File: config.mk
export PLATFORM = sky130hd
export DESIGN_NAME = adctc_top
export DESIGN_NICKNAME = d
export VERILOG_FILES = /design/src/include/adctc_pkg.sv /design/src/include/adctc_core_if.sv /design/src/rtl/adctc_phase_timer.sv /design/src/rtl/adctc_top.sv /design/src/rtl/adctc_trig_mux.sv
export VERILOG_INCLUDE_DIRS = /design/src /design/src/include
export SDC_FILE = /design/constraint.sdc
export NUM_CORES = 1
export LEC_CHECK = 0
export BUFFER_PORTS_ARGS = -buffer_cell sky130_fd_sc_hd__buf_2
export CORE_ASPECT_RATIO = 0.6
export CORE_MARGIN = 5
export CORE_UTILIZATION = 30
export DETAILED_ROUTE_END_ITERATION = 8
export GPL_TIMING_DRIVEN = 0
export PLACE_DENSITY = 0.5
export REMOVE_ABC_BUFFERS = 1
export SLEW_MARGIN = 10
export SYNTH_ARGS = -nofsm -noshare
export SYNTH_HDL_FRONTEND = slang
export SYNTH_HIERARCHICAL = 1
export SYNTH_SLANG_ARGS = --single-unit
File: constraint.sdc
create_clock -name clock -period 3.2 [get_ports clock]
set_clock_uncertainty 0.1 [all_clocks]
set_input_delay 0.64 -clock clock [delete_from_list [all_inputs] [get_ports clock]]
set_output_delay 0.64 -clock clock [all_outputs]
set_load 0.02 [all_outputs]
File: src/include/adctc_map.svh
`ifndef ADCTC_MAP_SVH
`define ADCTC_MAP_SVH

// APB byte offsets
`define ADCTC_OFF_CTRL 8'h00
`define ADCTC_OFF_TRIG 8'h04
`define ADCTC_OFF_CHAN 8'h08
`define ADCTC_OFF_ACQ 8'h0c
`define ADCTC_OFF_PRE 8'h10
`define ADCTC_OFF_RES_LO 8'h14
`define ADCTC_OFF_RES_HI 8'h18
`define ADCTC_OFF_ERR_HI 8'h1c
`define ADCTC_OFF_STAT 8'h20
`define ADCTC_OFF_ICLR 8'h24
`define ADCTC_OFF_IEN 8'h28
`define ADCTC_OFF_PINMAP 8'h2c

// Control and status bit positions
`define ADCTC_CTRL_ON 0
`define ADCTC_CTRL_GO 1
`define ADCTC_CTRL_CONTINUOUS_ENABLE 2
`define ADCTC_ST_DONE 0
`define ADCTC_ST_IGN 1

// Trigger selector codes
`define ADCTC_CODE_OFF 5'h00
`define ADCTC_CODE_PIN 5'h01
`define ADCTC_CODE_IOC 5'h13
`define ADCTC_CODE_ERRRD 5'h1c
`define ADCTC_CODE_RESRD 5'h1d
`define ADCTC_CODE_CHWR 5'h1f

// Counts and reset values
`define ADCTC_ACQ_MAX 13'h1fff
`define ADCTC_RST_CODE 5'h00
`define ADCTC_RST_CHAN 6'h00
`define ADCTC_RST_CNT 13'h0000
`define ADCTC_RST_PIN 3'h0

`endif

File: src/include/adctc_pkg.sv
`default_nettype none
package adctc_pkg;
  typedef enum logic [1:0] {
    st_idle = 2'b00,
    st_pre = 2'b01,
    st_acq = 2'b10,
    st_conv = 2'b11
  } adctc_state_e;
  typedef logic [12:0] adctc_count_t;
  typedef logic [4:0] adctc_code_t;
endpackage : adctc_pkg
`default_nettype wire

File: src/include/adctc_core_if.sv
`default_nettype none
interface adctc_core_if;
  logic [31:0] src;
  adctc_pkg::adctc_code_t sel;
  logic trig;
  logic load;
  adctc_pkg::adctc_count_t load_val;
  logic expire;
  modport mux (input src, input sel, output trig);
  modport ctl (output src, output sel, input trig, output load, output load_val, input expire);
  modport tmr (input load, input load_val, output expire);
endinterface : adctc_core_if
`default_nettype wire

File: src/rtl/adctc_phase_timer.sv
`default_nettype none
`include "adctc_map.svh"
module adctc_phase_timer (
  input wire logic clock, // System clock
  input wire logic reset_n, // Sync reset, active low
  adctc_core_if.tmr core // Load and expiry
);
  adctc_pkg::adctc_count_t cnt_r;
  logic expire_r;

  always_ff @(posedge clock) begin
    if (!reset_n) begin
      cnt_r <= `ADCTC_RST_CNT;
      expire_r <= 1'b0;
    end else begin
      cnt_r <= core.load ? core.load_val :
               (cnt_r != 13'h0000) ? cnt_r - 13'h0001 : cnt_r;
      // A reload cancels a pending expiry
      expire_r <= (cnt_r == 13'h0001) & ~core.load;
    end
  end

  assign core.expire = expire_r;
endmodule : adctc_phase_timer
`default_nettype wire

File: src/rtl/adctc_top.sv
`default_nettype none
// Summary of operation
// RQ1: Code 11111 triggers on every software write of the channel select register.
// RQ2: Code 11101 triggers on every software read of the result high byte.
// RQ3: Code 11100 triggers on every software read of the error high byte.
// RQ4: Software never programs code 11110 or 11000 to 11011; they are reserved.
// RQ5: Code 00001 takes the mapped trigger pin; code 00000 disables triggering.
// RQ6: Codes 00010 to 10111 select timers, captures, PWMs, oscillator, comparators, cells.
// RQ7: A rising edge of the selected source sets the go bit.
// RQ8: Software turns the module on first, never with go in that write.
// RQ9: With acquisition count zero, software waits the acquisition time itself.
// RQ10: Precharge and acquisition counts both zero: conversion starts without acquisition delay.
// RQ11: Software starts a conversion by writing one to go.
// RQ12: Completion is seen by go clearing, the done flag, or the interrupt.
// RQ13: Conversion end clears go unless continuous, and sets the done flag.
// RQ14: Software clears the done flag after reading the result.
// RQ15: A channel change restarts a full acquisition before conversion.
// RQ16: Software may keep global interrupts off to resume in line after wake.
// RQ17: Register-access sources pulse once per access; all sources are edge-detected.
// RQ18: A trigger edge during a conversion is dropped, not queued.
`include "adctc_map.svh"
module adctc_top (
  input wire logic clock, // System clock, 125 MHz
  input wire logic reset_n, // Sync reset, active low
  input wire logic psel, // APB select
  input wire logic penable, // APB enable
  input wire logic pwrite, // APB direction
  input wire logic [7:0] paddr, // APB byte address
  input wire logic [31:0] pwdata, // APB write data
  output logic [31:0] prdata, // APB read data
  output logic pready, // APB ready
  output logic pslverr, // APB error, unmapped address
  input wire logic [6:0] timer_events, // Timer 0..6 overflow or postscaled
  input wire logic signal_timer_trigger, // Signal timer trigger
  input wire logic [3:0] capture_compare_triggers, // Capture/compare 1..4
  input wire logic [1:0] pwm_outputs, // PWM 6 and 7
  input wire logic numeric_osc_output, // Numeric oscillator
  input wire logic [1:0] comparator_outputs, // Comparators 1 and 2
  input wire logic [7:0] ioc_flags, // Pin-change flags
  input wire logic [3:0] logic_cell_outputs, // Logic cells 1..4
  input wire logic [7:0] trigger_pins, // Remappable trigger pins
  input wire logic convert_done, // Converter finished, one cycle
  input wire logic [11:0] result_data, // Converter result
  input wire logic [15:0] error_data, // Computed error
  output logic [5:0] channel_sel, // Analog channel
  output logic precharge_active, // Precharge phase
  output logic acquire_active, // Acquisition phase
  output logic convert_active, // Conversion phase
  output logic irq // Level interrupt
);

  //////////////////////////////////////////////////////////////////////////////
  // Registers

  logic pready_r;
  logic pslverr_r;
  logic [31:0] prdata_r;
  logic on_r;
  logic continuous_enable_r;
  logic go_r;
  adctc_pkg::adctc_code_t trig_sel_r;
  logic [5:0] chan_r;
  adctc_pkg::adctc_count_t acq_r;
  adctc_pkg::adctc_count_t pre_r;
  logic [2:0] pin_map_r;
  logic [11:0] res_r;
  logic [15:0] err_r;
  logic [1:0] status_r;
  logic [1:0] inten_r;
  logic irq_r;
  adctc_pkg::adctc_state_e state_r;
  adctc_pkg::adctc_state_e state_nxt;
  logic [1:0] status_nxt;
  // Phase flags follow the next state, so the pins come from flops
  logic pre_act_r;
  logic acq_act_r;
  logic conv_act_r;

  adctc_core_if core ();

  adctc_trig_mux u_mux (
    .clock(clock),
    .reset_n(reset_n),
    .core(core.mux)
  );

  adctc_phase_timer u_timer (
    .clock(clock),
    .reset_n(reset_n),
    .core(core.tmr)
  );

  //////////////////////////////////////////////////////////////////////////////
  // APB decode

  wire access = psel & penable;
  wire commit = access & pready_r;
  wire wr_commit = commit & pwrite;
  wire rd_commit = commit & ~pwrite;
  wire first = access & ~pready_r;
  wire hit_ctrl = (paddr == `ADCTC_OFF_CTRL);
  wire hit_trig = (paddr == `ADCTC_OFF_TRIG);
  wire hit_chan = (paddr == `ADCTC_OFF_CHAN);
  wire hit_acq = (paddr == `ADCTC_OFF_ACQ);
  wire hit_pre = (paddr == `ADCTC_OFF_PRE);
  wire hit_res_lo = (paddr == `ADCTC_OFF_RES_LO);
  wire hit_res_hi = (paddr == `ADCTC_OFF_RES_HI);
  wire hit_err_hi = (paddr == `ADCTC_OFF_ERR_HI);
  wire hit_stat = (paddr == `ADCTC_OFF_STAT);
  wire hit_iclr = (paddr == `ADCTC_OFF_ICLR);
  wire hit_ien = (paddr == `ADCTC_OFF_IEN);
  wire hit_pin = (paddr == `ADCTC_OFF_PINMAP);
  wire addr_ok = hit_ctrl | hit_trig | hit_chan | hit_acq | hit_pre | hit_res_lo |
                 hit_res_hi | hit_err_hi | hit_stat | hit_iclr | hit_ien | hit_pin;

  wire [31:0] rd_word =
    hit_ctrl ? {29'h0, continuous_enable_r, go_r, on_r} :
    hit_trig ? {27'h0, trig_sel_r} :
    hit_chan ? {26'h0, chan_r} :
    hit_acq ? {19'h0, acq_r} :
    hit_pre ? {19'h0, pre_r} :
    hit_res_lo ? {24'h0, res_r[7:0]} :
    hit_res_hi ? {28'h0, res_r[11:8]} :
    hit_err_hi ? {24'h0, err_r[15:8]} :
    hit_stat ? {30'h0, status_r} :
    hit_ien ? {30'h0, inten_r} :
    hit_pin ? {29'h0, pin_map_r} : 32'h00000000;

  wire wr_ctrl = wr_commit & hit_ctrl;
  wire wr_chan = wr_commit & hit_chan;

  //////////////////////////////////////////////////////////////////////////////
  // Trigger sources

  wire chan_wr_pulse = wr_chan; // [RQ1] [RQ17]
  wire res_rd_pulse = rd_commit & hit_res_hi; // [RQ2] [RQ17]
  wire err_rd_pulse = rd_commit & hit_err_hi; // [RQ3] [RQ17]
  wire pin_src = trigger_pins[pin_map_r]; // [RQ5]
  wire ioc_any = |ioc_flags; // [RQ6]

  // Reserved codes read a constant low, so they can never fire
  assign core.src = {chan_wr_pulse, 1'b0, res_rd_pulse, err_rd_pulse, 4'h0,
                     logic_cell_outputs, ioc_any, comparator_outputs,
                     numeric_osc_output, pwm_outputs, capture_compare_triggers,
                     signal_timer_trigger, timer_events, pin_src, 1'b0}; // [RQ6] [RQ4]
  assign core.sel = trig_sel_r;

  //////////////////////////////////////////////////////////////////////////////
  // Conversion sequencing

  wire idle = (state_r == adctc_pkg::st_idle);
  // On must already be set; a write turning it on cannot also start
  wire sw_go = wr_ctrl & pwdata[`ADCTC_CTRL_GO] & on_r; // [RQ8] [RQ11]
  wire hw_go = core.trig & on_r; // [RQ7]
  wire start = (sw_go | hw_go) & idle;
  wire dropped = hw_go & ~idle; // [RQ18]
  wire abort = ~idle & wr_ctrl & (~pwdata[`ADCTC_CTRL_GO] | ~pwdata[`ADCTC_CTRL_ON]);
  wire conv_end = (state_r == adctc_pkg::st_conv) & convert_done;
  wire pre_zero = (pre_r == `ADCTC_RST_CNT);
  wire acq_zero = (acq_r == `ADCTC_RST_CNT);
  // Zero acquisition means the longest wait once precharge is in use
  wire [12:0] acq_load = ~acq_zero ? acq_r : pre_zero ? `ADCTC_RST_CNT : `ADCTC_ACQ_MAX;

  // First phase of a new conversion, shared by start and continuous restart
  adctc_pkg::adctc_state_e first_st;
  assign first_st = ~pre_zero ? adctc_pkg::st_pre :
                    ~acq_zero ? adctc_pkg::st_acq : adctc_pkg::st_conv; // [RQ10]
  wire [12:0] first_load = ~pre_zero ? pre_r : acq_r;
  wire first_timed = first_st != adctc_pkg::st_conv;

  always_comb begin
    state_nxt = state_r;
    core.load = 1'b0;
    core.load_val = acq_load;
    case (state_r)
      adctc_pkg::st_idle: begin
        if (start) begin
          state_nxt = first_st;
          core.load = first_timed;
          core.load_val = first_load;
        end
      end
      adctc_pkg::st_pre: begin
        if (core.expire) begin
          state_nxt = acq_zero & pre_zero ? adctc_pkg::st_conv : adctc_pkg::st_acq;
          core.load = 1'b1;
        end
      end
      adctc_pkg::st_acq: begin
        if (wr_chan) begin
          core.load = 1'b1; // [RQ15]
        end else if (core.expire) begin
          state_nxt = adctc_pkg::st_conv;
        end
      end
      adctc_pkg::st_conv: begin
        if (convert_done) begin
          // Continuous mode retriggers without software
          state_nxt = continuous_enable_r ? first_st : adctc_pkg::st_idle; // [RQ13]
          core.load = continuous_enable_r & first_timed;
          core.load_val = first_load;
        end
      end
      default: begin
        state_nxt = adctc_pkg::st_idle;
      end
    endcase
    if (abort) begin
      state_nxt = adctc_pkg::st_idle;
      core.load = 1'b0;
    end
  end

  //////////////////////////////////////////////////////////////////////////////
  // Status and interrupt

  always_comb begin
    status_nxt = status_r;
    if (wr_commit & hit_iclr) begin
      status_nxt = status_r & ~pwdata[1:0]; // [RQ14]
    end
    // Set wins over a clear in the same cycle
    if (conv_end) begin
      status_nxt[`ADCTC_ST_DONE] = 1'b1; // [RQ13] [RQ12]
    end
    if (dropped) begin
      status_nxt[`ADCTC_ST_IGN] = 1'b1; // [RQ18]
    end
  end

  //////////////////////////////////////////////////////////////////////////////
  // Flops

  always_ff @(posedge clock) begin
    if (!reset_n) begin
      pready_r <= 1'b0;
      pslverr_r <= 1'b0;
      prdata_r <= 32'h00000000;
    end else begin
      pready_r <= first;
      pslverr_r <= first & ~addr_ok;
      prdata_r <= (first & ~pwrite) ? rd_word : 32'h00000000;
    end
  end

  always_ff @(posedge clock) begin
    if (!reset_n) begin
      on_r <= 1'b0;
      continuous_enable_r <= 1'b0;
      trig_sel_r <= `ADCTC_RST_CODE;
      chan_r <= `ADCTC_RST_CHAN;
      acq_r <= `ADCTC_RST_CNT;
      pre_r <= `ADCTC_RST_CNT;
      pin_map_r <= `ADCTC_RST_PIN;
      inten_r <= 2'h0;
    end else if (wr_commit) begin
      if (hit_ctrl) begin
        on_r <= pwdata[`ADCTC_CTRL_ON];
        continuous_enable_r <= pwdata[`ADCTC_CTRL_CONTINUOUS_ENABLE];
      end
      if (hit_trig) trig_sel_r <= pwdata[4:0];
      if (hit_chan) chan_r <= pwdata[5:0];
      if (hit_acq) acq_r <= pwdata[12:0];
      if (hit_pre) pre_r <= pwdata[12:0];
      if (hit_pin) pin_map_r <= pwdata[2:0];
      if (hit_ien) inten_r <= pwdata[1:0];
    end
  end

  always_ff @(posedge clock) begin
    if (!reset_n) begin
      state_r <= adctc_pkg::st_idle;
      go_r <= 1'b0;
      pre_act_r <= 1'b0;
      acq_act_r <= 1'b0;
      conv_act_r <= 1'b0;
      status_r <= 2'h0;
      irq_r <= 1'b0;
    end else begin
      state_r <= state_nxt;
      go_r <= (state_nxt != adctc_pkg::st_idle); // [RQ7] [RQ13] [RQ12]
      pre_act_r <= (state_nxt == adctc_pkg::st_pre);
      acq_act_r <= (state_nxt == adctc_pkg::st_acq); // [RQ15]
      conv_act_r <= (state_nxt == adctc_pkg::st_conv);
      status_r <= status_nxt;
      irq_r <= |(status_nxt & inten_r); // [RQ12]
    end
  end

  // An abort still keeps the partial sample
  always_ff @(posedge clock) begin
    if (!reset_n) begin
      res_r <= 12'h000;
      err_r <= 16'h0000;
    end else if (conv_end | (abort & (state_r == adctc_pkg::st_conv))) begin
      res_r <= result_data;
      err_r <= error_data;
    end
  end

  assign pready = pready_r;
  assign pslverr = pslverr_r;
  assign prdata = prdata_r;
  assign channel_sel = chan_r;
  assign precharge_active = pre_act_r;
  assign acquire_active = acq_act_r;
  assign convert_active = conv_act_r;
  assign irq = irq_r;

endmodule : adctc_top
`default_nettype wire

File: src/rtl/adctc_trig_mux.sv
`default_nettype none
`include "adctc_map.svh"
module adctc_trig_mux (
  input wire logic clock, // System clock
  input wire logic reset_n, // Sync reset, active low
  adctc_core_if.mux core // Sources, selector, trigger
);
  logic [31:0] prev_r;
  logic [31:0] rise;
  logic trig_r;

  genvar i;
  generate
    for (i = 0; i < 32; i = i + 1) begin : g_edge
      assign rise[i] = core.src[i] & ~prev_r[i]; // [RQ17]
    end
  endgenerate

  always_ff @(posedge clock) begin
    if (!reset_n) begin
      prev_r <= 32'h00000000;
      trig_r <= 1'b0;
    end else begin
      prev_r <= core.src;
      // Code zero never fires
      trig_r <= rise[core.sel] & (core.sel != `ADCTC_CODE_OFF); // [RQ5] [RQ7]
    end
  end

  assign core.trig = trig_r;
endmodule : adctc_trig_mux
`default_nettype wire

Yosys cells after proc, flatten, opt, wreduce, memory -nomap -nowiden
Cells that the tools add are included.

cells by class
  $lt $le $gt $ge = 2
  bitwise operators = 103
  add/sub/neg operators = 1
  div/mod/pow operators = 0
  muxes and demuxes = 43
  multipliers = 0
  reductions and logical operators = 22
  eq/ne operators = 19
  shifts and indexed selects = 0

operator list
  operator                                                                      number
  13-bit two-way mux                                                            9
  1-bit bitwise AND                                                             51
  1-bit inverter                                                                35
  8-bit by 5-bit == test with 1-bit output, second input constant               4
  8-bit by 6-bit == test with 1-bit output, second input constant               4
  13-bit zero test                                                              2
  13-bit case mux with 2 select lines                                           1
  8-bit two-way mux                                                             3
  2-bit two-way mux                                                             9
  8-bit by 4-bit == test with 1-bit output, second input constant               2
  2-bit AND reduction                                                           8
  1-bit bitwise OR                                                              14
  13-bit by 1-bit == test with 1-bit output, second input constant              1
  13-bit nonzero test                                                           1
  13-bit by 1-bit subtractor with 13-bit output, second input constant          1
  3-bit two-way mux                                                             4
  12-bit OR reduction                                                           1
  1-bit two-way mux                                                             11
  2-bit == test, second input constant                                          4
  8-bit by 3-bit == test with 1-bit output, second input constant               1
  8-bit zero test                                                               1
  2-bit case mux with 4 select lines                                            1
  8-bit OR reduction                                                            1
  5-bit by 6-bit less-than comparator with 1-bit output, second input constant  1
  17 further kinds                                                              20

word-level totals
  RAM bits = 0
  memory bits (read-only) = 0
  memories kept = 0
  input bits = 111
  bits in registers = 156
  output and inout port bits = 44
  latch bits = 0

Logic depth before layout (Yosys ltp)
  depth in word-level cells = 14
  mapped depth = 12
  gate-level depth less buffers = 10

Modules after synthesis
The synthesis kept the hierarchy.

modules (own cells, without submodules)
  module             cells each  instances  sequential area each (um^2)  area an instance (um^2)
  adctc_top          502         1          1,761.7                      4,568.1
  adctc_trig_mux     148         1          660.6                        1,388.8
  adctc_phase_timer  90          1          280.3                        773.2

Worst setup path after synthesis
Ideal clock, no wire load.

  path type = input-to-reg
  from = in paddr[3]
  to = reg u_timer.cnt_r[7]
  data arrival time = 2.663 ns
  stages on the path = 10
  data required time = 2.974 ns
  path slack = 0.311 ns
  setup time = 0.126 ns
  cell sequence = nor4_1 > nand3_2 > o211ai_2 > a21oi_1 > a21o_2 > buf_6 > a221o_1 > and3_1 > a41oi_1 > o41ai_1

RTL lines
  what                                 RTL line                 source
  start, declared                      adctc_top.sv:28          input wire logic [7:0] paddr,
  8-bit zero test (no line)            --
  1-bit bitwise AND                    adctc_top.sv:129         wire wr_ctrl = wr_commit & hit_ctrl;
  1-bit bitwise AND (2 in a row)       adctc_top.sv:153         wire sw_go = wr_ctrl & pwdata[`ADCTC_CTRL_GO] & on_r;
  1-bit bitwise OR                     adctc_top.sv:155         wire start = (sw_go | hw_go) & idle;
  1-bit bitwise AND                    adctc_top.sv:155
  13-bit two-way mux                   adctc_top.sv:177         if (start) begin
  13-bit case mux with 2 select lines  adctc_top.sv:175         case (state_r)
  named net core.load_val[7]           adctc_core_if.sv:7       adctc_pkg::adctc_count_t load_val;
  13-bit two-way mux                   adctc_phase_timer.sv:16  cnt_r <= core.load ? core.load_val :
  end signal, assigned                 adctc_phase_timer.sv:13  cnt_r <= `ADCTC_RST_CNT;
  end signal, assigned                 adctc_phase_timer.sv:16
  end, declared                        adctc_phase_timer.sv:8   adctc_pkg::adctc_count_t cnt_r;

The timed path passes the listed nets, and every way through them passes these cells.
A chain may end at the register's enable or synchronous reset.

Worst setup path in the final report
  from = in paddr[3]
  to = reg u_timer.cnt_r[7]

on the way
  word-level cells in the longest chain between the ends = 10

RTL lines
  what                                                      RTL line            source
  8-bit zero test (no line)                                 --
  1-bit bitwise AND                                         adctc_top.sv:129
  1-bit bitwise AND (2 in a row)                            adctc_top.sv:153
  1-bit bitwise OR                                          adctc_top.sv:155
  1-bit bitwise AND                                         adctc_top.sv:155
  1-bit two-way mux                                         adctc_top.sv:177
  1-bit case mux with 4 select lines                        adctc_top.sv:175
  1-bit two-way mux *                                       adctc_top.sv:208    if (abort) begin
  named net core.load                                       adctc_core_if.sv:6  logic load;
  13-bit two-way mux or 2-bit nonzero test (tied branches)  --

The timed path passes the listed nets; every way through them passes the cells marked *.

==> flow_summary.ini <==
[status]
outcome = finished, final reports clean

[synthesis]
ys_seq_area_share_pct = 40.16
yosysMostFrequentCell = dfxtp_1
ys_seq_elements = 135
postSynthAreaPerCell_um2 = 9.095
yosysTopAreaCell = dfxtp_1
synth_area_mm2 = 0.006730
yosysTopAreaCellShare_pct = 40.16
syn_inst = 740
synth_common_cells = dfxtp_1 (135), nand2_1 (76), nor2b_1 (57), mux2i_1 (54), nor2_1 (39)
synth_cell_types = 84
synth_edf_count = 0
synth_area_leaders = dfxtp_1 (40%), mux2i_1 (8.0%), nor2b_1 (5.3%)
yosysWarnings = 6
synth_ff_type = dfxtp_1
async_reset_ff_share_pct = 0

[finish]
layout-drive-gt1-share_pct = 21.35
nNetsFinal = 962
fin_util_pct = 37.07
antenna_cells = 0
final_area_mm2 = 0.008182
area_growth_pct = 21.57

[placed_design]
hpwl_um = 14870
portBuffers = 108
globalplace.congestion = 0.8766
placed_cell_area_mm2 = 0.007490

[clock_tree]
numCtsBuffers = 17
cts.path.max_buffers = 2
clockRootBuffer = clkbuf_16
clk_latency_ns = 0.42
h-tree-depth = 4
clkSlewWorstSetupHoldPaths_ns = 0.07
cts_tree = yes
cts_sinks = 135

[floorplan]
start_util_pct = 30.49
die_h_um = 126.0
io_pins = 155
die-area_mm2 = 0.02563
die-width_um = 203.4
num_rows = 42
core-area_mm2 = 0.02207

[route]
ant_nets = 0
drtPass1Iterations = 5
wire_per_inst_um = 17.68
drcViolationCount = 0
route.vias.total = 5665
wirelength_um = 20210
vias_per_cell = 4.956
drtIter0Drc = 411

[setup_path]
crit_type = in2reg
r2r_cells = 8
cp-start-kind = input pin
worstPathArrival_ns = 3.18
path_max_fanout = 23
crit_required_ns = 3.43
cp-end-kind = flip-flop

[global_routing]
antenna_found_initial = 0
grt_pass1_vias = 5227
track_usage_pct = 15.68
grt_max_degree = 74
grt.overflow.total = 0
grt_pass1_wl_um = 31620

[timing]
maxSlewHeadroom_pct = 20.66
tightestPinTransition_ns = 1.188
fmax_mhz = 338.1
finalCritPeriodShare_pct = 92.43
rsz0062_at_grt = false
hold_viol_final = 0
drv_slew = 0
setup_viol = 0
min_period_ns = 2.958

[job]
cap_violations = 0

[power_and_ir_drop]
total_power_uw = 5031
pwr_density_cell_mw_per_mm2 = 614.9
ir_drop_mv = 0.3683
p_leak_uw = 0.003086

[min_path]
hold-path-cell-count = 2
hold_path.class = in2reg
[cell families (layout without fill, tap and decap cells)]
| family | Yosys count | count (layout) | synth area share (%) |
|---|---|---|---|
| xor+xnor | 9 | 9 | 1.171 |
| other cells | 1 | 31 | 0.05572 |
| simple gates | 302 | 302 | 24.63 |
| mux | 62 | 62 | 9.704 |
| compound gates | 146 | 146 | 16.75 |
| buf+inv | 78 | 165 | 6.228 |
| flops | 135 | 135 | 40.16 |
| fa+ha+maj | 7 | 7 | 1.301 |
[power breakdown]
part	total, uW	leakage (uW)	switching, uW	internal (uW)
Combinational	973	0.00168	557	416
Sequential	1920	0.00110	113	1810
Clock	2130	0.000303	803	1330
[layer usage]
layer  track usage (%)  up-vias  part of all wire, %
met3             4.805       18                  8.2
met1             26.51     2640                   56
met4             3.805        0                  1.2
met5                 0        -                    0
li1                  -     2812                    -
met2             18.08      195                   35
[registers in the layout (all words and copies together) (netlist names), 2 cells and up]
signal and flops:
status_r 2, core.sel 5, err_r 8, u_timer/cnt_r 13, res_r 12, pin_map_r 3, acq_r 13, channel_sel 6
inten_r 2, u_mux/prev_r 32, pre_r 13, prdata 13, state_r 2
[area by class of cell]
| class | count | area, um^2 |
|---|---|---|
| clock buffer | 18 | 439.2 |
| sequential | 135 | 2703 |
| clock inverter | 14 | 196.4 |
| multi-input combinational | 557 | 3789 |
| timing repair buffer | 113 | 620.6 |
| inverter | 20 | 76.32 |
| fill | 2248 | 13890 |
| tap | 286 | 357.8 |
[critical path: stages]
cell	delay, ns
buf_2	0.27
nor4_4	0.46
nand3_2	0.22
o211ai_2	0.33
o221a_2	0.24
o21a_2	0.25
nor3b_1	0.09
nand4_2	0.16
nand2_2	0.17
o41ai_1	0.32
[worst paths after layout]
| kind | startpoint | to | slack [ns] |
|---|---|---|---|
| setup reg to reg | pre_r[6]$_SDFFE_PN0P_ | u_timer/cnt_r[0]$_SDFFE_PN0P_ | 0.39 |
| setup / recovery | paddr[3] | u_timer/cnt_r[7]$_SDFFE_PN0P_ | 0.24 |
| hold reg to reg | acq_r[10]$_SDFFE_PN0P_ | prdata[10]$_SDFF_PP0_ | 0.40 |
| hold / removal | timer_events[0] | u_mux/prev_r[2]$_SDFF_PN0_ | 0.34 |
[through the flow]
step | hold WS [ns] | std cells | worst slack, ns | TNS [ns]
6_report | 0.3353 | 1143 | 0.2422 | 0
5_1_grt | 0.3286 | 1143 | 0.08101 | 0
4_1_cts | 0.3143 | 1142 | 0.02144 | 0
3_5_place_dp | 0.3916 | 1110 | -1.231 | -18.31
3_3_place_gp | 0.3924 | 1106 | -1.293 | -52.39
2_1_floorplan | 0.3576 | 712 | 0.1532 | 0
[placed cells by master (no fill, tap or decap), drive strengths merged, types with 3 or more instances in the layout]
| cell type | instances |
|---|---|
| dfxtp | 135 |
| buf | 113 |
| nand2 | 78 |
| nor2b | 57 |
| mux2i | 54 |
| nor2 | 40 |
| and2 | 36 |
| conb | 31 |
| a21oi | 22 |
| inv | 22 |
| o21ai | 18 |
| a21boi | 18 |
| clkbuf | 18 |
| a221o | 13 |
| nand2b | 13 |
| nor3 | 13 |
| nand3 | 13 |
| nor4 | 13 |
| a211oi | 12 |
| nand4 | 9 |
| o32ai | 9 |
| ha | 7 |
| xor2 | 7 |
| mux2 | 6 |
| a221oi | 6 |
| nor3b | 6 |
| o221ai | 6 |
| a22oi | 5 |
| and3 | 5 |
| a21o | 5 |
| clkinv | 5 |
| a31oi | 4 |
| bufinv | 4 |
| clkinvlp | 3 |
| nand4b | 3 |
| or4 | 3 |
| o21a | 3 |
| o211ai | 3 |
[what timing repair did]
item | CTS | global route
hold buffers | 0 | 0
gates resized for setup | 6 | 4
hold endpoints to repair | 0 | 0
pin swaps | 0 | 1
setup endpoints to repair | 13 | 18
buffers inserted | 0 | 1
(Power assumes the default switching activity.)
